`src/core/plhv_pkg.sv`:
```
// Function
// automatic holdover tri-states the charge pump as soon as lock is lost
// holdover entry senses the lock pin level, whatever lock source drives it
// lock pin comparator enable bit; when off the pin always reads high
// charge pump stays tri-stated while no reference edge arrives
// leaving tri-state on a reference event resets swallow counter, not prescaler
// no re-entry until lock is back and the lock pin reads high again
// holdover follows the selected reference; switchover loss ends at next edge
// lock counter field sets consecutive cycles, 00 means five; window range bit
// digital lock detect disable bit must stay zero for detection to run
// lock pin select value 000100 picks current-source lock detect mode
// external holdover control bit; zero selects automatic holdover
// holdover enabled only with both enable bits; otherwise all holdover off
// reference control: auto switchover, preferred reference, two buffer enables
// three monitors flag references or oscillator below threshold; selectable
// software sets up loop, reference and no holdover before calibration
// calibration starts with start bit set then an update strobe
// calibration never self-starts; only clear, update, set, update restarts
// calibration finished readback bit reads one after completion
// output sync held static during calibration, released at its end
// calibration clock is phase detector rate over the selected divider
// one calibration takes 4400 calibration clock cycles
// software should recalibrate after divider or reference changes
// lock after programmed consecutive good cycles; one bad cycle drops it
// written bits reach holdover and calibration logic only on update
// calibration divider field is an opaque two-bit divide selection
package plhv_pkg;
  localparam int          ADDR_W        = 10;
  localparam logic [9:0]  REG_LOCK      = 10'h018;
  localparam logic [9:0]  REG_LDPIN     = 10'h01a;
  localparam logic [9:0]  REG_REF       = 10'h01c;
  localparam logic [9:0]  REG_HOLD      = 10'h01d;
  localparam logic [9:0]  REG_STAT      = 10'h01f;
  localparam logic [9:0]  REG_UPDATE    = 10'h232;
  // field positions
  localparam int          LOCK_CAL_GO   = 0;
  localparam int          LOCK_CALDIV   = 1;
  localparam int          LOCK_DLD_OFF  = 3;
  localparam int          LOCK_WINDOW   = 4;
  localparam int          LOCK_COUNT    = 5;
  localparam int          REF_BUF       = 1;
  localparam int          REF_PREFER    = 3;
  localparam int          REF_AUTO      = 4;
  localparam int          HOLD_EN_A     = 0;
  localparam int          HOLD_EXT      = 1;
  localparam int          HOLD_EN_B     = 2;
  localparam int          HOLD_CMP      = 3;
  localparam int          STAT_THR      = 0;
  localparam int          STAT_BELOW    = 2;
  localparam int          STAT_CALDONE  = 6;
  localparam int          UPDATE_BIT    = 0;
  // reset values
  localparam logic [7:0]  RST_LOCK      = 8'h00;
  localparam logic [5:0]  RST_LDPIN     = 6'h00;
  localparam logic [7:0]  RST_REF       = 8'h00;
  localparam logic [3:0]  RST_HOLD      = 4'h0;
  localparam logic [1:0]  RST_THR       = 2'h0;
  localparam logic [5:0]  LDPIN_CURSRC  = 6'h04;
  // lock counts per 0x018[6:5] code
  localparam logic [7:0]  LOCK_CNT0     = 8'h05;
  localparam logic [7:0]  LOCK_CNT1     = 8'h10;
  localparam logic [7:0]  LOCK_CNT2     = 8'h40;
  localparam logic [7:0]  LOCK_CNT3     = 8'hff;
  // calibration divide values, opaque code
  localparam logic [4:0]  CAL_DIV0      = 5'h02;
  localparam logic [4:0]  CAL_DIV1      = 5'h04;
  localparam logic [4:0]  CAL_DIV2      = 5'h08;
  localparam logic [4:0]  CAL_DIV3      = 5'h10;
  localparam logic [12:0] CAL_CYCLES    = 13'h1130;
  // monitor thresholds: silent time before a source counts as too slow
  localparam int          CLK_NS        = 100;
  localparam int          MON_NORM_NS   = 1000;
  localparam int          MON_EXT_NS    = 100000;
  localparam int          MON_OSC_NS    = 500;
  localparam logic [15:0] MON_NORM_CYC  = 16'(MON_NORM_NS / CLK_NS);
  localparam logic [15:0] MON_EXT_CYC   = 16'(MON_EXT_NS / CLK_NS);
  localparam logic [15:0] MON_OSC_CYC   = 16'(MON_OSC_NS / CLK_NS);
endpackage : plhv_pkg

```
`src/core/plhv_cfg_if.sv`:
```
`timescale 1ns/1ps
`default_nettype none
interface plhv_cfg_if;
  logic       dld_off;
  logic [1:0] count_sel;
  logic       locked;
  logic       cal_go;
  logic [1:0] cal_div_sel;
  logic       cal_busy;
  logic       cal_done;
  modport ctl (output dld_off, count_sel, cal_go, cal_div_sel,
               input  locked, cal_busy, cal_done);
  modport lk  (input  dld_off, count_sel, output locked);
  modport cal (input  cal_go, cal_div_sel, output cal_busy, cal_done);
endinterface : plhv_cfg_if
`default_nettype wire

```
`src/core/plhv_lock_detect.sv`:
```
`timescale 1ns/1ps
`default_nettype none
module plhv_lock_detect
  import plhv_pkg::*;
(
  // clock and reset
  input  wire logic clock,
  input  wire logic rstn,
  // phase detector cycle report
  input  wire logic pfd_cycle,
  input  wire logic pfd_in_lock_window,
  input  wire logic pfd_over_unlock,
  // configuration and lock state
  plhv_cfg_if.lk    cfg
);
  import plhv_pkg::*;

  logic [7:0] good_cnt;

  function automatic logic [7:0] lock_target(input logic [1:0] sel);
    unique case (sel)
      2'b00: lock_target = LOCK_CNT0;
      2'b01: lock_target = LOCK_CNT1;
      2'b10: lock_target = LOCK_CNT2;
      2'b11: lock_target = LOCK_CNT3;
    endcase
  endfunction : lock_target

  // run of in-window cycles; the wider unlock threshold drops lock at once
  always_ff @(posedge clock) begin
    if (!rstn || cfg.dld_off) begin
      good_cnt   <= 8'h00;
      cfg.locked <= 1'b0;
    end else if (pfd_cycle) begin
      if (pfd_over_unlock) begin
        good_cnt   <= 8'h00;
        cfg.locked <= 1'b0;
      end else if (pfd_in_lock_window && !cfg.locked) begin
        good_cnt <= good_cnt + 8'h01;
        if (good_cnt + 8'h01 >= lock_target(cfg.count_sel))
          cfg.locked <= 1'b1;
      end else if (!cfg.locked) begin
        good_cnt <= 8'h00;  // run must be consecutive
      end
    end
  end
endmodule : plhv_lock_detect
`default_nettype wire

```
`src/core/plhv_cal_ctrl.sv`:
```
`timescale 1ns/1ps
`default_nettype none
module plhv_cal_ctrl
  import plhv_pkg::*;
(
  // clock and reset
  input  wire logic clock,
  input  wire logic rstn,
  // reference path phase detector event
  input  wire logic pfd_ref_event,
  // configuration and calibration state
  plhv_cfg_if.cal   cfg
);
  import plhv_pkg::*;

  typedef enum logic [0:0] {CAL_IDLE = 1'b0, CAL_RUN = 1'b1} plhv_cal_e;

  plhv_cal_e   state;
  logic        go_prev;
  logic [4:0]  div_cnt;
  logic [12:0] cyc_cnt;
  logic        cal_tick;
  logic        start;
  logic        finish;

  function automatic logic [4:0] div_value(input logic [1:0] sel);
    unique case (sel)
      2'b00: div_value = CAL_DIV0;
      2'b01: div_value = CAL_DIV1;
      2'b10: div_value = CAL_DIV2;
      2'b11: div_value = CAL_DIV3;
    endcase
  endfunction : div_value

  // only a rising start bit launches; a bit left high never retriggers
  assign start    = cfg.cal_go && !go_prev && state == CAL_IDLE;
  assign cal_tick = pfd_ref_event && div_cnt + 5'h01 >= div_value(cfg.cal_div_sel);
  assign finish   = state == CAL_RUN && cal_tick && cyc_cnt == CAL_CYCLES - 13'h0001;
  assign cfg.cal_busy = state == CAL_RUN;

  always_ff @(posedge clock) begin
    if (!rstn) go_prev <= 1'b0;
    else       go_prev <= cfg.cal_go;
  end

  // calibration clock divider on phase detector events
  always_ff @(posedge clock) begin
    if (!rstn || state == CAL_IDLE) div_cnt <= 5'h00;
    else if (cal_tick)              div_cnt <= 5'h00;
    else if (pfd_ref_event)         div_cnt <= div_cnt + 5'h01;
  end

  // sequencer
  always_ff @(posedge clock) begin
    if (!rstn) begin
      state   <= CAL_IDLE;
      cyc_cnt <= 13'h0000;
    end else begin
      unique case (state)
        CAL_IDLE: if (start) begin
          state   <= CAL_RUN;
          cyc_cnt <= 13'h0000;
        end
        CAL_RUN: if (finish) state <= CAL_IDLE;
          else if (cal_tick) cyc_cnt <= cyc_cnt + 13'h0001;
      endcase
    end
  end

  // finished flag, cleared when the next calibration begins
  always_ff @(posedge clock) begin
    if (!rstn)       cfg.cal_done <= 1'b0;
    else if (finish) cfg.cal_done <= 1'b1;
    else if (start)  cfg.cal_done <= 1'b0;
  end
endmodule : plhv_cal_ctrl
`default_nettype wire

```
`src/core/plhv_top.sv`:
```
`timescale 1ns/1ps
`default_nettype none
module plhv_top (
  // clock and reset
  input  wire logic                      clock,
  input  wire logic                      rstn,
  // register port
  input  wire logic [plhv_pkg::ADDR_W-1:0] addr,
  input  wire logic [7:0]                wdata,
  input  wire logic                      wr,
  input  wire logic                      rd,
  output logic      [7:0]                rdata,
  // phase detector reports
  input  wire logic                      pfd_cycle,
  input  wire logic                      pfd_in_lock_window,
  input  wire logic                      pfd_over_unlock,
  input  wire logic                      pfd_ref_event,
  // lock pin sense
  input  wire logic                      lock_pin_level,
  // edges seen at the monitored sources
  input  wire logic                      first_reference_edge,
  input  wire logic                      second_reference_edge,
  input  wire logic                      osc_edge,
  // loop controls
  output logic                           charge_pump_hiz,
  output logic                           swallow_counter_reset,
  output logic                           output_sync_hold,
  output logic                           digital_lock_detect,
  output logic                           lock_window_high_range,
  // lock pin controls
  output logic      [5:0]                lock_pin_select,
  output logic                           lock_pin_current_source,
  output logic                           lock_pin_comparator_on,
  // reference selection
  output logic                           ref_auto_switch,
  output logic                           ref_prefer_second,
  output logic      [1:0]                ref_buffer_enable,
  // frequency monitors
  output logic      [1:0]                ref_monitor_extended,
  output logic      [2:0]                freq_below
);
  import plhv_pkg::*;

  typedef enum logic [1:0] {
    HO_ARMED = 2'b00,
    HO_HIZ   = 2'b01,
    HO_REARM = 2'b10
  } plhv_hold_e;

  plhv_cfg_if cfg ();

  // shadow registers written by software
  logic [7:0]  sh_lock;
  logic [5:0]  sh_ldpin;
  logic [7:0]  sh_ref;
  logic [3:0]  sh_hold;
  logic [1:0]  sh_thr;
  // active copies the logic uses
  logic [7:0]  act_lock;
  logic [5:0]  act_ldpin;
  logic [7:0]  act_ref;
  logic [3:0]  act_hold;
  logic [1:0]  act_thr;

  logic        update;
  logic        ld_sensed;
  logic        hold_on;
  logic        auto_on;
  plhv_hold_e  hstate;
  plhv_hold_e  next_hstate;
  logic [15:0] mon_cnt [3];
  logic [2:0]  mon_edge;
  logic [15:0] mon_thr [3];
  logic [7:0]  next_rdata;

  function automatic logic hit(input logic [ADDR_W-1:0] a,
                               input logic [ADDR_W-1:0] r);
    hit = a == r;
  endfunction : hit

  // update strobe: self-clearing, never stored
  assign update = wr && hit(addr, REG_UPDATE) && wdata[UPDATE_BIT];

  // shadow registers take every write at once
  always_ff @(posedge clock) begin
    if (!rstn) begin
      sh_lock  <= RST_LOCK;
      sh_ldpin <= RST_LDPIN;
      sh_ref   <= RST_REF;
      sh_hold  <= RST_HOLD;
      sh_thr   <= RST_THR;
    end else if (wr) begin
      if (hit(addr, REG_LOCK))  sh_lock  <= wdata;
      if (hit(addr, REG_LDPIN)) sh_ldpin <= wdata[5:0];
      if (hit(addr, REG_REF))   sh_ref   <= wdata & 8'h1e;
      if (hit(addr, REG_HOLD))  sh_hold  <= wdata[3:0];
      if (hit(addr, REG_STAT))  sh_thr   <= wdata[STAT_THR+:2];
    end
  end

  // active copies move only on update, so a half-written setup never acts
  always_ff @(posedge clock) begin
    if (!rstn) begin
      act_lock  <= RST_LOCK;
      act_ldpin <= RST_LDPIN;
      act_ref   <= RST_REF;
      act_hold  <= RST_HOLD;
      act_thr   <= RST_THR;
    end else if (update) begin
      act_lock  <= sh_lock;
      act_ldpin <= sh_ldpin;
      act_ref   <= sh_ref;
      act_hold  <= sh_hold;
      act_thr   <= sh_thr;
    end
  end

  // configuration handed to the lock detector and calibration controller
  assign cfg.dld_off     = act_lock[LOCK_DLD_OFF];
  assign cfg.count_sel   = act_lock[LOCK_COUNT+:2];
  assign cfg.cal_go      = act_lock[LOCK_CAL_GO];
  assign cfg.cal_div_sel = act_lock[LOCK_CALDIV+:2];

  plhv_lock_detect u_lock (
    .clock              (clock),
    .rstn               (rstn),
    .pfd_cycle          (pfd_cycle),
    .pfd_in_lock_window (pfd_in_lock_window),
    .pfd_over_unlock    (pfd_over_unlock),
    .cfg                (cfg.lk)
  );

  plhv_cal_ctrl u_cal (
    .clock         (clock),
    .rstn          (rstn),
    .pfd_ref_event (pfd_ref_event),
    .cfg           (cfg.cal)
  );

  // lock pin: the pin carries the chosen lock source back to us as a level;
  // with the comparator off the level is forced high so holdover cannot fire
  assign lock_pin_comparator_on  = act_hold[HOLD_CMP];
  assign ld_sensed               = act_hold[HOLD_CMP] ? lock_pin_level : 1'b1;
  assign lock_pin_select         = act_ldpin;
  assign lock_pin_current_source = act_ldpin == LDPIN_CURSRC;
  assign digital_lock_detect     = cfg.locked;
  assign lock_window_high_range  = !act_lock[LOCK_WINDOW];

  // holdover enables: both bits needed, external control bit blocks auto mode
  assign hold_on = act_hold[HOLD_EN_A] && act_hold[HOLD_EN_B];
  assign auto_on = hold_on && !act_hold[HOLD_EXT];

  // holdover sequencing
  always_comb begin
    next_hstate = hstate;
    if (!auto_on) begin
      next_hstate = HO_ARMED;
    end else begin
      unique case (hstate)
        HO_ARMED: begin
          if (!ld_sensed) next_hstate = HO_HIZ;
        end
        HO_HIZ: begin
          // stays here while no reference edge arrives, however long
          if (pfd_ref_event) next_hstate = HO_REARM;
        end
        HO_REARM: begin
          // a chattering detector would retrigger without this wait
          if (cfg.locked && ld_sensed) next_hstate = HO_ARMED;
        end
        default: next_hstate = HO_ARMED;
      endcase
    end
  end

  always_ff @(posedge clock) begin
    if (!rstn) hstate <= HO_ARMED;
    else       hstate <= next_hstate;
  end

  // the exit edge also restarts the swallow counter; prescaler is untouched
  always_ff @(posedge clock) begin
    if (!rstn) swallow_counter_reset <= 1'b0;
    else       swallow_counter_reset <= auto_on && hstate == HO_HIZ && pfd_ref_event;
  end

  assign charge_pump_hiz = hstate == HO_HIZ;

  // outputs held static for the whole calibration run
  always_ff @(posedge clock) begin
    if (!rstn) output_sync_hold <= 1'b0;
    else       output_sync_hold <= cfg.cal_busy;
  end

  // reference selection controls; the switchover engine lives elsewhere
  assign ref_auto_switch   = act_ref[REF_AUTO];
  assign ref_prefer_second = act_ref[REF_PREFER];
  assign ref_buffer_enable = act_ref[REF_BUF+:2];

  // frequency monitors: a source is slow when its edges stop for too long
  assign ref_monitor_extended = act_thr;
  assign mon_edge   = {osc_edge, second_reference_edge, first_reference_edge};
  assign mon_thr[0] = act_thr[0] ? MON_EXT_CYC : MON_NORM_CYC;
  assign mon_thr[1] = act_thr[1] ? MON_EXT_CYC : MON_NORM_CYC;
  assign mon_thr[2] = MON_OSC_CYC;

  // counters saturate so a dead source keeps its flag up
  always_ff @(posedge clock) begin
    for (int i = 0; i < 3; i++) begin
      if (!rstn || mon_edge[i])        mon_cnt[i] <= 16'h0000;
      else if (mon_cnt[i] != 16'hffff) mon_cnt[i] <= mon_cnt[i] + 16'h0001;
    end
  end

  always_ff @(posedge clock) begin
    for (int i = 0; i < 3; i++) begin
      if (!rstn) freq_below[i] <= 1'b0;
      else       freq_below[i] <= mon_cnt[i] >= mon_thr[i];
    end
  end

  // read mux: shadow values read back, status shows live state
  always_comb begin
    next_rdata = 8'h00;
    if (hit(addr, REG_LOCK))  next_rdata = sh_lock;
    if (hit(addr, REG_LDPIN)) next_rdata = {2'h0, sh_ldpin};
    if (hit(addr, REG_REF))   next_rdata = sh_ref;
    if (hit(addr, REG_HOLD))  next_rdata = {4'h0, sh_hold};
    if (hit(addr, REG_STAT)) begin
      next_rdata[STAT_THR+:2]   = sh_thr;
      next_rdata[STAT_BELOW+:3] = freq_below;
      next_rdata[STAT_CALDONE]  = cfg.cal_done;
    end
  end

  // read data valid only in the cycle after the strobe, zero otherwise
  always_ff @(posedge clock) begin
    if (!rstn)   rdata <= 8'h00;
    else if (rd) rdata <= next_rdata;
    else         rdata <= 8'h00;
  end
endmodule : plhv_top
`default_nettype wire

```
`config.mk`:
```
export PLATFORM = sky130hd
export DESIGN_NAME = plhv_top
export DESIGN_NICKNAME = d
export VERILOG_FILES = /design/src/core/plhv_pkg.sv /design/src/core/plhv_cfg_if.sv /design/src/core/plhv_lock_detect.sv /design/src/core/plhv_cal_ctrl.sv /design/src/core/plhv_top.sv
export SDC_FILE = /design/constraint.sdc
export NUM_CORES = 1
export LEC_CHECK = 0
export BUFFER_PORTS_ARGS = -buffer_cell sky130_fd_sc_hd__buf_2
export CORE_MARGIN = 2
export CORE_UTILIZATION = 50
export CTS_BUF_LIST = sky130_fd_sc_hd__clkbuf_2
export CTS_CLUSTER_SIZE = 20
export DETAILED_ROUTE_END_ITERATION = 10
export PLACE_DENSITY = 0.75
export SYNTH_ARGS = -nofsm -noshare
export SYNTH_HDL_FRONTEND = slang
export SYNTH_HIERARCHICAL = 1
export SYNTH_SLANG_ARGS = --single-unit
```
`constraint.sdc`:
```
create_clock -name clock -period 2.22 [get_ports clock]
set_input_delay 0.222 -clock clock [delete_from_list [all_inputs] [get_ports clock]]
set_output_delay 0.222 -clock clock [all_outputs]
set_load 0.01 [all_outputs]
```
* Word level (Yosys, flattened, before mapping)
Memory sizes are Yosys's and may differ from the RTL's.
Index checks and enable logic that the tools add are counted.
** Storage, ports and cells
- Bits in registers :: 92
- Bits in writable memories :: 48
- Input bits :: 30
- Output and inout bits :: 30
- Memories :: 1
** Memory list
- mon_cnt :: depth 3, width 16, rd ports 3, clocked after memory_dff 0, write ports 3, line plhv_top.sv:71 : logic [15:0] mon_cnt [3];
** Cells by class
- $add $sub $neg :: 6
- $lt $le $gt $ge :: 5
- Equal/unequal tests :: 26
- Mux-type cells :: 52
- Bitwise gates (word level) :: 6
- Reductions and logical operators :: 42
** Operator list (count)
- 2-to-1 mux 8 bit :: 10
- equality test 10 x 5 -> 1 bit, second input constant :: 5
- adder 16 x 1 -> 16 bit, second input constant :: 3
- 2-to-1 mux 16 bit :: 3
- inequality test 16 bit, second input constant :: 3
- 2-to-1 mux 13 bit :: 3
- >= comparator 16 x 10 -> 1 bit :: 2
- one-hot mux 8 bit (4 select lines) :: 1
- one-hot mux 13 bit (2 select lines) :: 1
- 2-to-1 mux 1 bit :: 24
- 2-to-1 mux 10 bit :: 2
- one-hot mux 5 bit (4 select lines) :: 1
- >= comparator 16 x 3 -> 1 bit, second input constant :: 1
- AND reduction 2 bit :: 8
- adder 13 x 1 -> 13 bit, second input constant :: 1
- equality test 13 bit, second input constant :: 1
- logical AND 1 bit :: 13
- equality test 10 bit, second input constant :: 1
- equality test 2 bit, second input constant :: 5
- inequality test 2 bit, second input constant :: 5
- AND reduction 3 bit :: 3
- adder 8 x 1 -> 8 bit, second input constant :: 1
- >= comparator 8 bit :: 1
- 2-to-1 mux 7 bit :: 1
- other kinds (18) :: 38

* Depth between registers and ports, before layout
- Depth after elaboration :: 10
- Depth in mapped cells :: 9
- Gate-level depth less buffers :: 9

* Hierarchy
The synthesis kept the hierarchy.
** By module, submodules not included
- plhv_top :: instances 1, cells an instance 587, area each 5577.8 um^2, sequential area each 2682.6 um^2
- plhv_cal_ctrl :: instances 1, cells an instance 157, area each 1293.7 um^2, sequential area each 420.4 um^2
- plhv_lock_detect :: instances 1, cells an instance 86, area each 748.2 um^2, sequential area each 180.2 um^2

* Worst setup path before layout
OpenSTA, ideal clock, no wires.
- Kind :: register to register
- From :: register u_cal.div_cnt[0]
- To :: register u_cal.cyc_cnt[5]
- Setup time :: 0.119 ns
- Arrival :: 2.298 ns
- Data required time :: 2.101 ns
- Slack :: -0.197 ns
- Cell stages (with the launch flop) :: 10
- Buffers on the path :: 0
- Clock period less this slack :: 2.417 ns
- Path through :: dfxtp_1 -> ha_1 -> nand3_1 -> xnor2_1 -> ha_1 -> o211ai_1 -> a31o_1 -> a21o_1 -> or4_4 -> mux2i_1
** On the way
- Longest elaborated chain between the ends :: 7
- Elaborated cells on any way between the ends :: 8
** RTL lines
- start, declared :: line plhv_cal_ctrl.sv:20 : logic [4:0] div_cnt;
- start signal, assigned :: line plhv_cal_ctrl.sv:50 : else if (pfd_ref_event) div_cnt <= div_cnt + 5'h01;
- adder 5 x 1 -> 5 bit (*) :: line plhv_cal_ctrl.sv:37 : assign cal_tick = pfd_ref_event && div_cnt + 5'h01 >= div_value(cfg.cal_div_sel);
- >= comparator 5 bit (*) :: line plhv_cal_ctrl.sv:37
- logical AND 1 bit (*) :: line plhv_cal_ctrl.sv:37
- logical AND 1 bit (2 in series) :: line plhv_cal_ctrl.sv:38 : assign finish = state == CAL_RUN && cal_tick && cyc_cnt == CAL_CYCLES - 13'h0001;
- inequality test 2 bit (no source line)
- AND reduction 3 bit (no source line) (*)
- end signal, assigned :: line plhv_cal_ctrl.sv:65 : else if (cal_tick) cyc_cnt <= cyc_cnt + 13'h0001;
- end, declared :: line plhv_cal_ctrl.sv:21 : logic [12:0] cyc_cnt;
Every way passes the cells marked *; elsewhere a longest branch is shown, timed or not.
A chain may end at the register's enable or synchronous reset.

* Final worst setup path
Same ends and word-level chain as after synthesis.

==> results.cfg <==
[timing]
max_freq_mhz = 446
period_minus_slack_ps = 2240
finalSetupViolations = 2
fin_skew_ps = 34.8
hold_ws_ps = 45.0
worst_slack_ps = -22.0
finalCritPeriodShare = 1.01
grt_setup_unrepaired = yes
slew_headroom = 0.576
slew_viol_final = 0
setup_tns_ps = -28.6
tightest_slew_ps = 631
finalHoldViolCount = 0

[yosys]
netlist_area_um2 = 7620
synth_seq_area_share = 0.431
synth_nets = 897
ys_ff_latch = 140
syn_inst = 830
yosysWarnings = 6
synth_edf_count = 48
async_flop_share = 0
synth_cell_types = 79
synth_area_per_cell_um2 = 9.18
ys.flop_type = dfxtp_1

[drt]
wl_per_cell_um = 14.7
drt-total-wl_um = 16700
drtIter0Drc = 392
ant_nets = 0
drt-pass1-iter-count = 6
post-route-drc-count = 0
avgViaCountPerCell = 5.61
vias = 6380

[worst_setup_path]
timing.critical_path.buf_inv = 0
crit_start = u_cal/div_cnt[0]
rrSetupSlack_ps = -20
path_cells = ha_4 -> nand3_2 -> xnor2_1 -> ha_1 -> o211ai_1 -> a31o_1 -> a21o_4 -> or4_4 -> mux2i_1
critPathKind = flop to flop
rr_worst_depth = 9
cp.depth = 9
cp_top_family = compound AO/OA/AOI/OAI gates
max_stage_delay_ps = 410
reg2reg_to = u_cal/cyc_cnt[5]
startpoint_type = flop
crit_fanout = 6
cp_slowest_cell = dfxtp_4
critical_path_required_ps = 2850
cp.arrival_ps = 2870
endpoint = u_cal/cyc_cnt[5]
critPathCaptureType = flop
rr_startpoint = u_cal/div_cnt[0]

[power_and_ir_drop]
finalPower_mw = 4.27
vdd_ir_drop_max_mv = 0.323
p_leak_nw = 3.44
p_per_area_nw_per_um2 = 483

[clock_network]
clk_root_buffer_cell = clkbuf_2
cts_buffers = 17
cts_sinks = 140
clockBufferDepth = 2
clkTransAtPathRegs_ps = 210
cts_tree = done
worstSkewPairLatency_ps = 710
cts_max_level = 4

[final_layout]
fin_nets = 1005
mostFrequentLayoutCell = nand2_1
register_area_um2 = 3300
diodes = 0
utilization = 0.588
drive_above_1_share = 0.179
syn_to_final_growth_pct = 16.1
multi_input_area_um2 = 4150
final_cells = 1138
layout_common_cells = nand2_1, dfxtp_1, nor2_1, buf_2, nand3_1
num-fill-cells = 1314
final_area_um2 = 8850

[run_status]
violations = negative setup slack
status = complete, but fails checks

[global_route]
globalRouteTotalUtil = 0.211
grt_max_degree = 63
grt_overflow = 0
grt_antenna_before_repair = 0
grt_pass1_wl_um = 27700
grt_pass1_vias = 5836

[hold_path]
hp-class = input pin to flop
whs_path_depth = 3

[place]
place.gp.congestion = 0.886
post-place-ws_ps = -28.6
hpwl_um = 11900
placed_cells = 1075
numPortBuffers = 59
placed_cell_area_um2 = 8240

[die]
core_region_area_um2 = 15000
ioPinCount = 60
die_x_um = 127
die_y_um = 127
start_util = 0.507
rows = 45
die_area_um2 = 16200

[run]
max_cap_violations = 0
-- worst min-delay path, cell delays in order --
cell      delay, ps
buf_2            80
nand2b_1        250
a21oi_1          60
-- where the power goes --
group	leakage, nW	switching, mW	internal (mW)	total [mW]
Clock	0.145	0.898	0.506	1.40
Combinational	1.95	0.122	0.0948	0.217
Sequential	1.34	0.00715	2.64	2.65
Total	3.44	1.03	3.24	4.27
-- worst min-delay path by stage --
stage	end	startpoint	slack (ps)
after floorplan	u_lock/cfg.locked	pfd_over_unlock	330
after global placement	rdata[7]	sh_lock[7]	430
after detailed placement	rdata[7]	sh_lock[7]	430
after CTS	sh_ldpin[2]	addr[7]	0.7
after global routing	mon_cnt[2][2]	osc_edge	8
final	mon_cnt[2][8]	osc_edge	40
-- final cells by class --
class / instances / share of cell area
Multi-Input combinational cell: 628 / 0.469
Clock inverter: 11 / 0.0116
Tap cell: 188 / 0.0266
Clock buffer: 20 / 0.0113
Sequential cell: 140 / 0.373
Inverter: 30 / 0.0127
Timing Repair Buffer: 121 / 0.0962
-- cells in the mapped netlist (3+ instances only) --
| library cell | instances | area, um2 |
|---|---|---|
| nor3_1 | 17 | 85.1 |
| or3_1 | 4 | 25.0 |
| o21ai_0 | 27 | 135 |
| a21o_1 | 5 | 37.5 |
| a2111oi_0 | 3 | 26.3 |
| nand3b_1 | 5 | 37.5 |
| buf_4 | 5 | 37.5 |
| clkbuf_1 | 16 | 60.1 |
| nor2b_1 | 10 | 62.6 |
| nand3_1 | 53 | 265 |
| nand4_1 | 26 | 163 |
| nand2_1 | 112 | 420 |
| mux2i_1 | 23 | 230 |
| and4_1 | 5 | 43.8 |
| a22oi_1 | 4 | 30.0 |
| a31oi_1 | 7 | 43.8 |
| and3_1 | 11 | 68.8 |
| nor4_1 | 14 | 87.6 |
| nand2b_1 | 17 | 106 |
| nor2_1 | 73 | 274 |
| ha_1 | 37 | 463 |
| inv_1 | 30 | 113 |
| a21boi_0 | 28 | 210 |
| buf_2 | 8 | 40.0 |
| a21oi_1 | 19 | 95.1 |
| mux2_2 | 4 | 45.0 |
| or3b_2 | 3 | 26.3 |
| xor2_1 | 21 | 184 |
| o31ai_1 | 5 | 37.5 |
| dfxtp_1 | 92 | 1840 |
| and2_1 | 7 | 43.8 |
| o2bb2ai_1 | 3 | 26.3 |
| xnor2_1 | 27 | 236 |
| edfxtp_1 | 48 | 1440 |
| o21a_1 | 3 | 22.5 |
| o211ai_1 | 4 | 30.0 |
-- cells by family (layout without fill, tap and decap cells) --
logic type | Yosys count | after routing | synth area share
AOI/OAI and AO/OA | 134 | 134 | 0.121
muxes | 27 | 27 | 0.0361
buffers and inverters | 62 | 182 | 0.0365
and+or+nand+nor | 382 | 382 | 0.260
adders and majority gates | 37 | 37 | 0.0608
DFF | 140 | 140 | 0.431
xor gates and xnor gates | 48 | 48 | 0.0552
-- sequential cells by signal, summed over array words and instances, names as in the netlist, 5 cells and up --
| register | cells |
|---|---|
| rdata | 8 |
| lock_pin_select | 6 |
| u_cal/cyc_cnt | 13 |
| u_cal/div_cnt | 5 |
| sh_lock | 8 |
| sh_ldpin | 6 |
| mon_cnt | 48 |
| u_lock/good_cnt | 8 |
| act_lock | 7 |
-- metal layers --
metal,up-vias,global-route usage,part of all wire
met2,138,0.340,0.47
met4,0,0.0614,0.018
met3,25,0.0477,0.044
met5,-,0,0
li1,3215,-,-
met1,3002,0.285,0.47
-- repair_timing --
action                     4_1_cts  5_1_grt
gates resized for setup          6       22
hold buffers                    28        0
setup endpoints to repair        4       21
pin swaps                        2        6
buffers inserted                 3        2
hold endpoints to repair        56        0
Note: power is estimated with default switching activity, not from simulation.
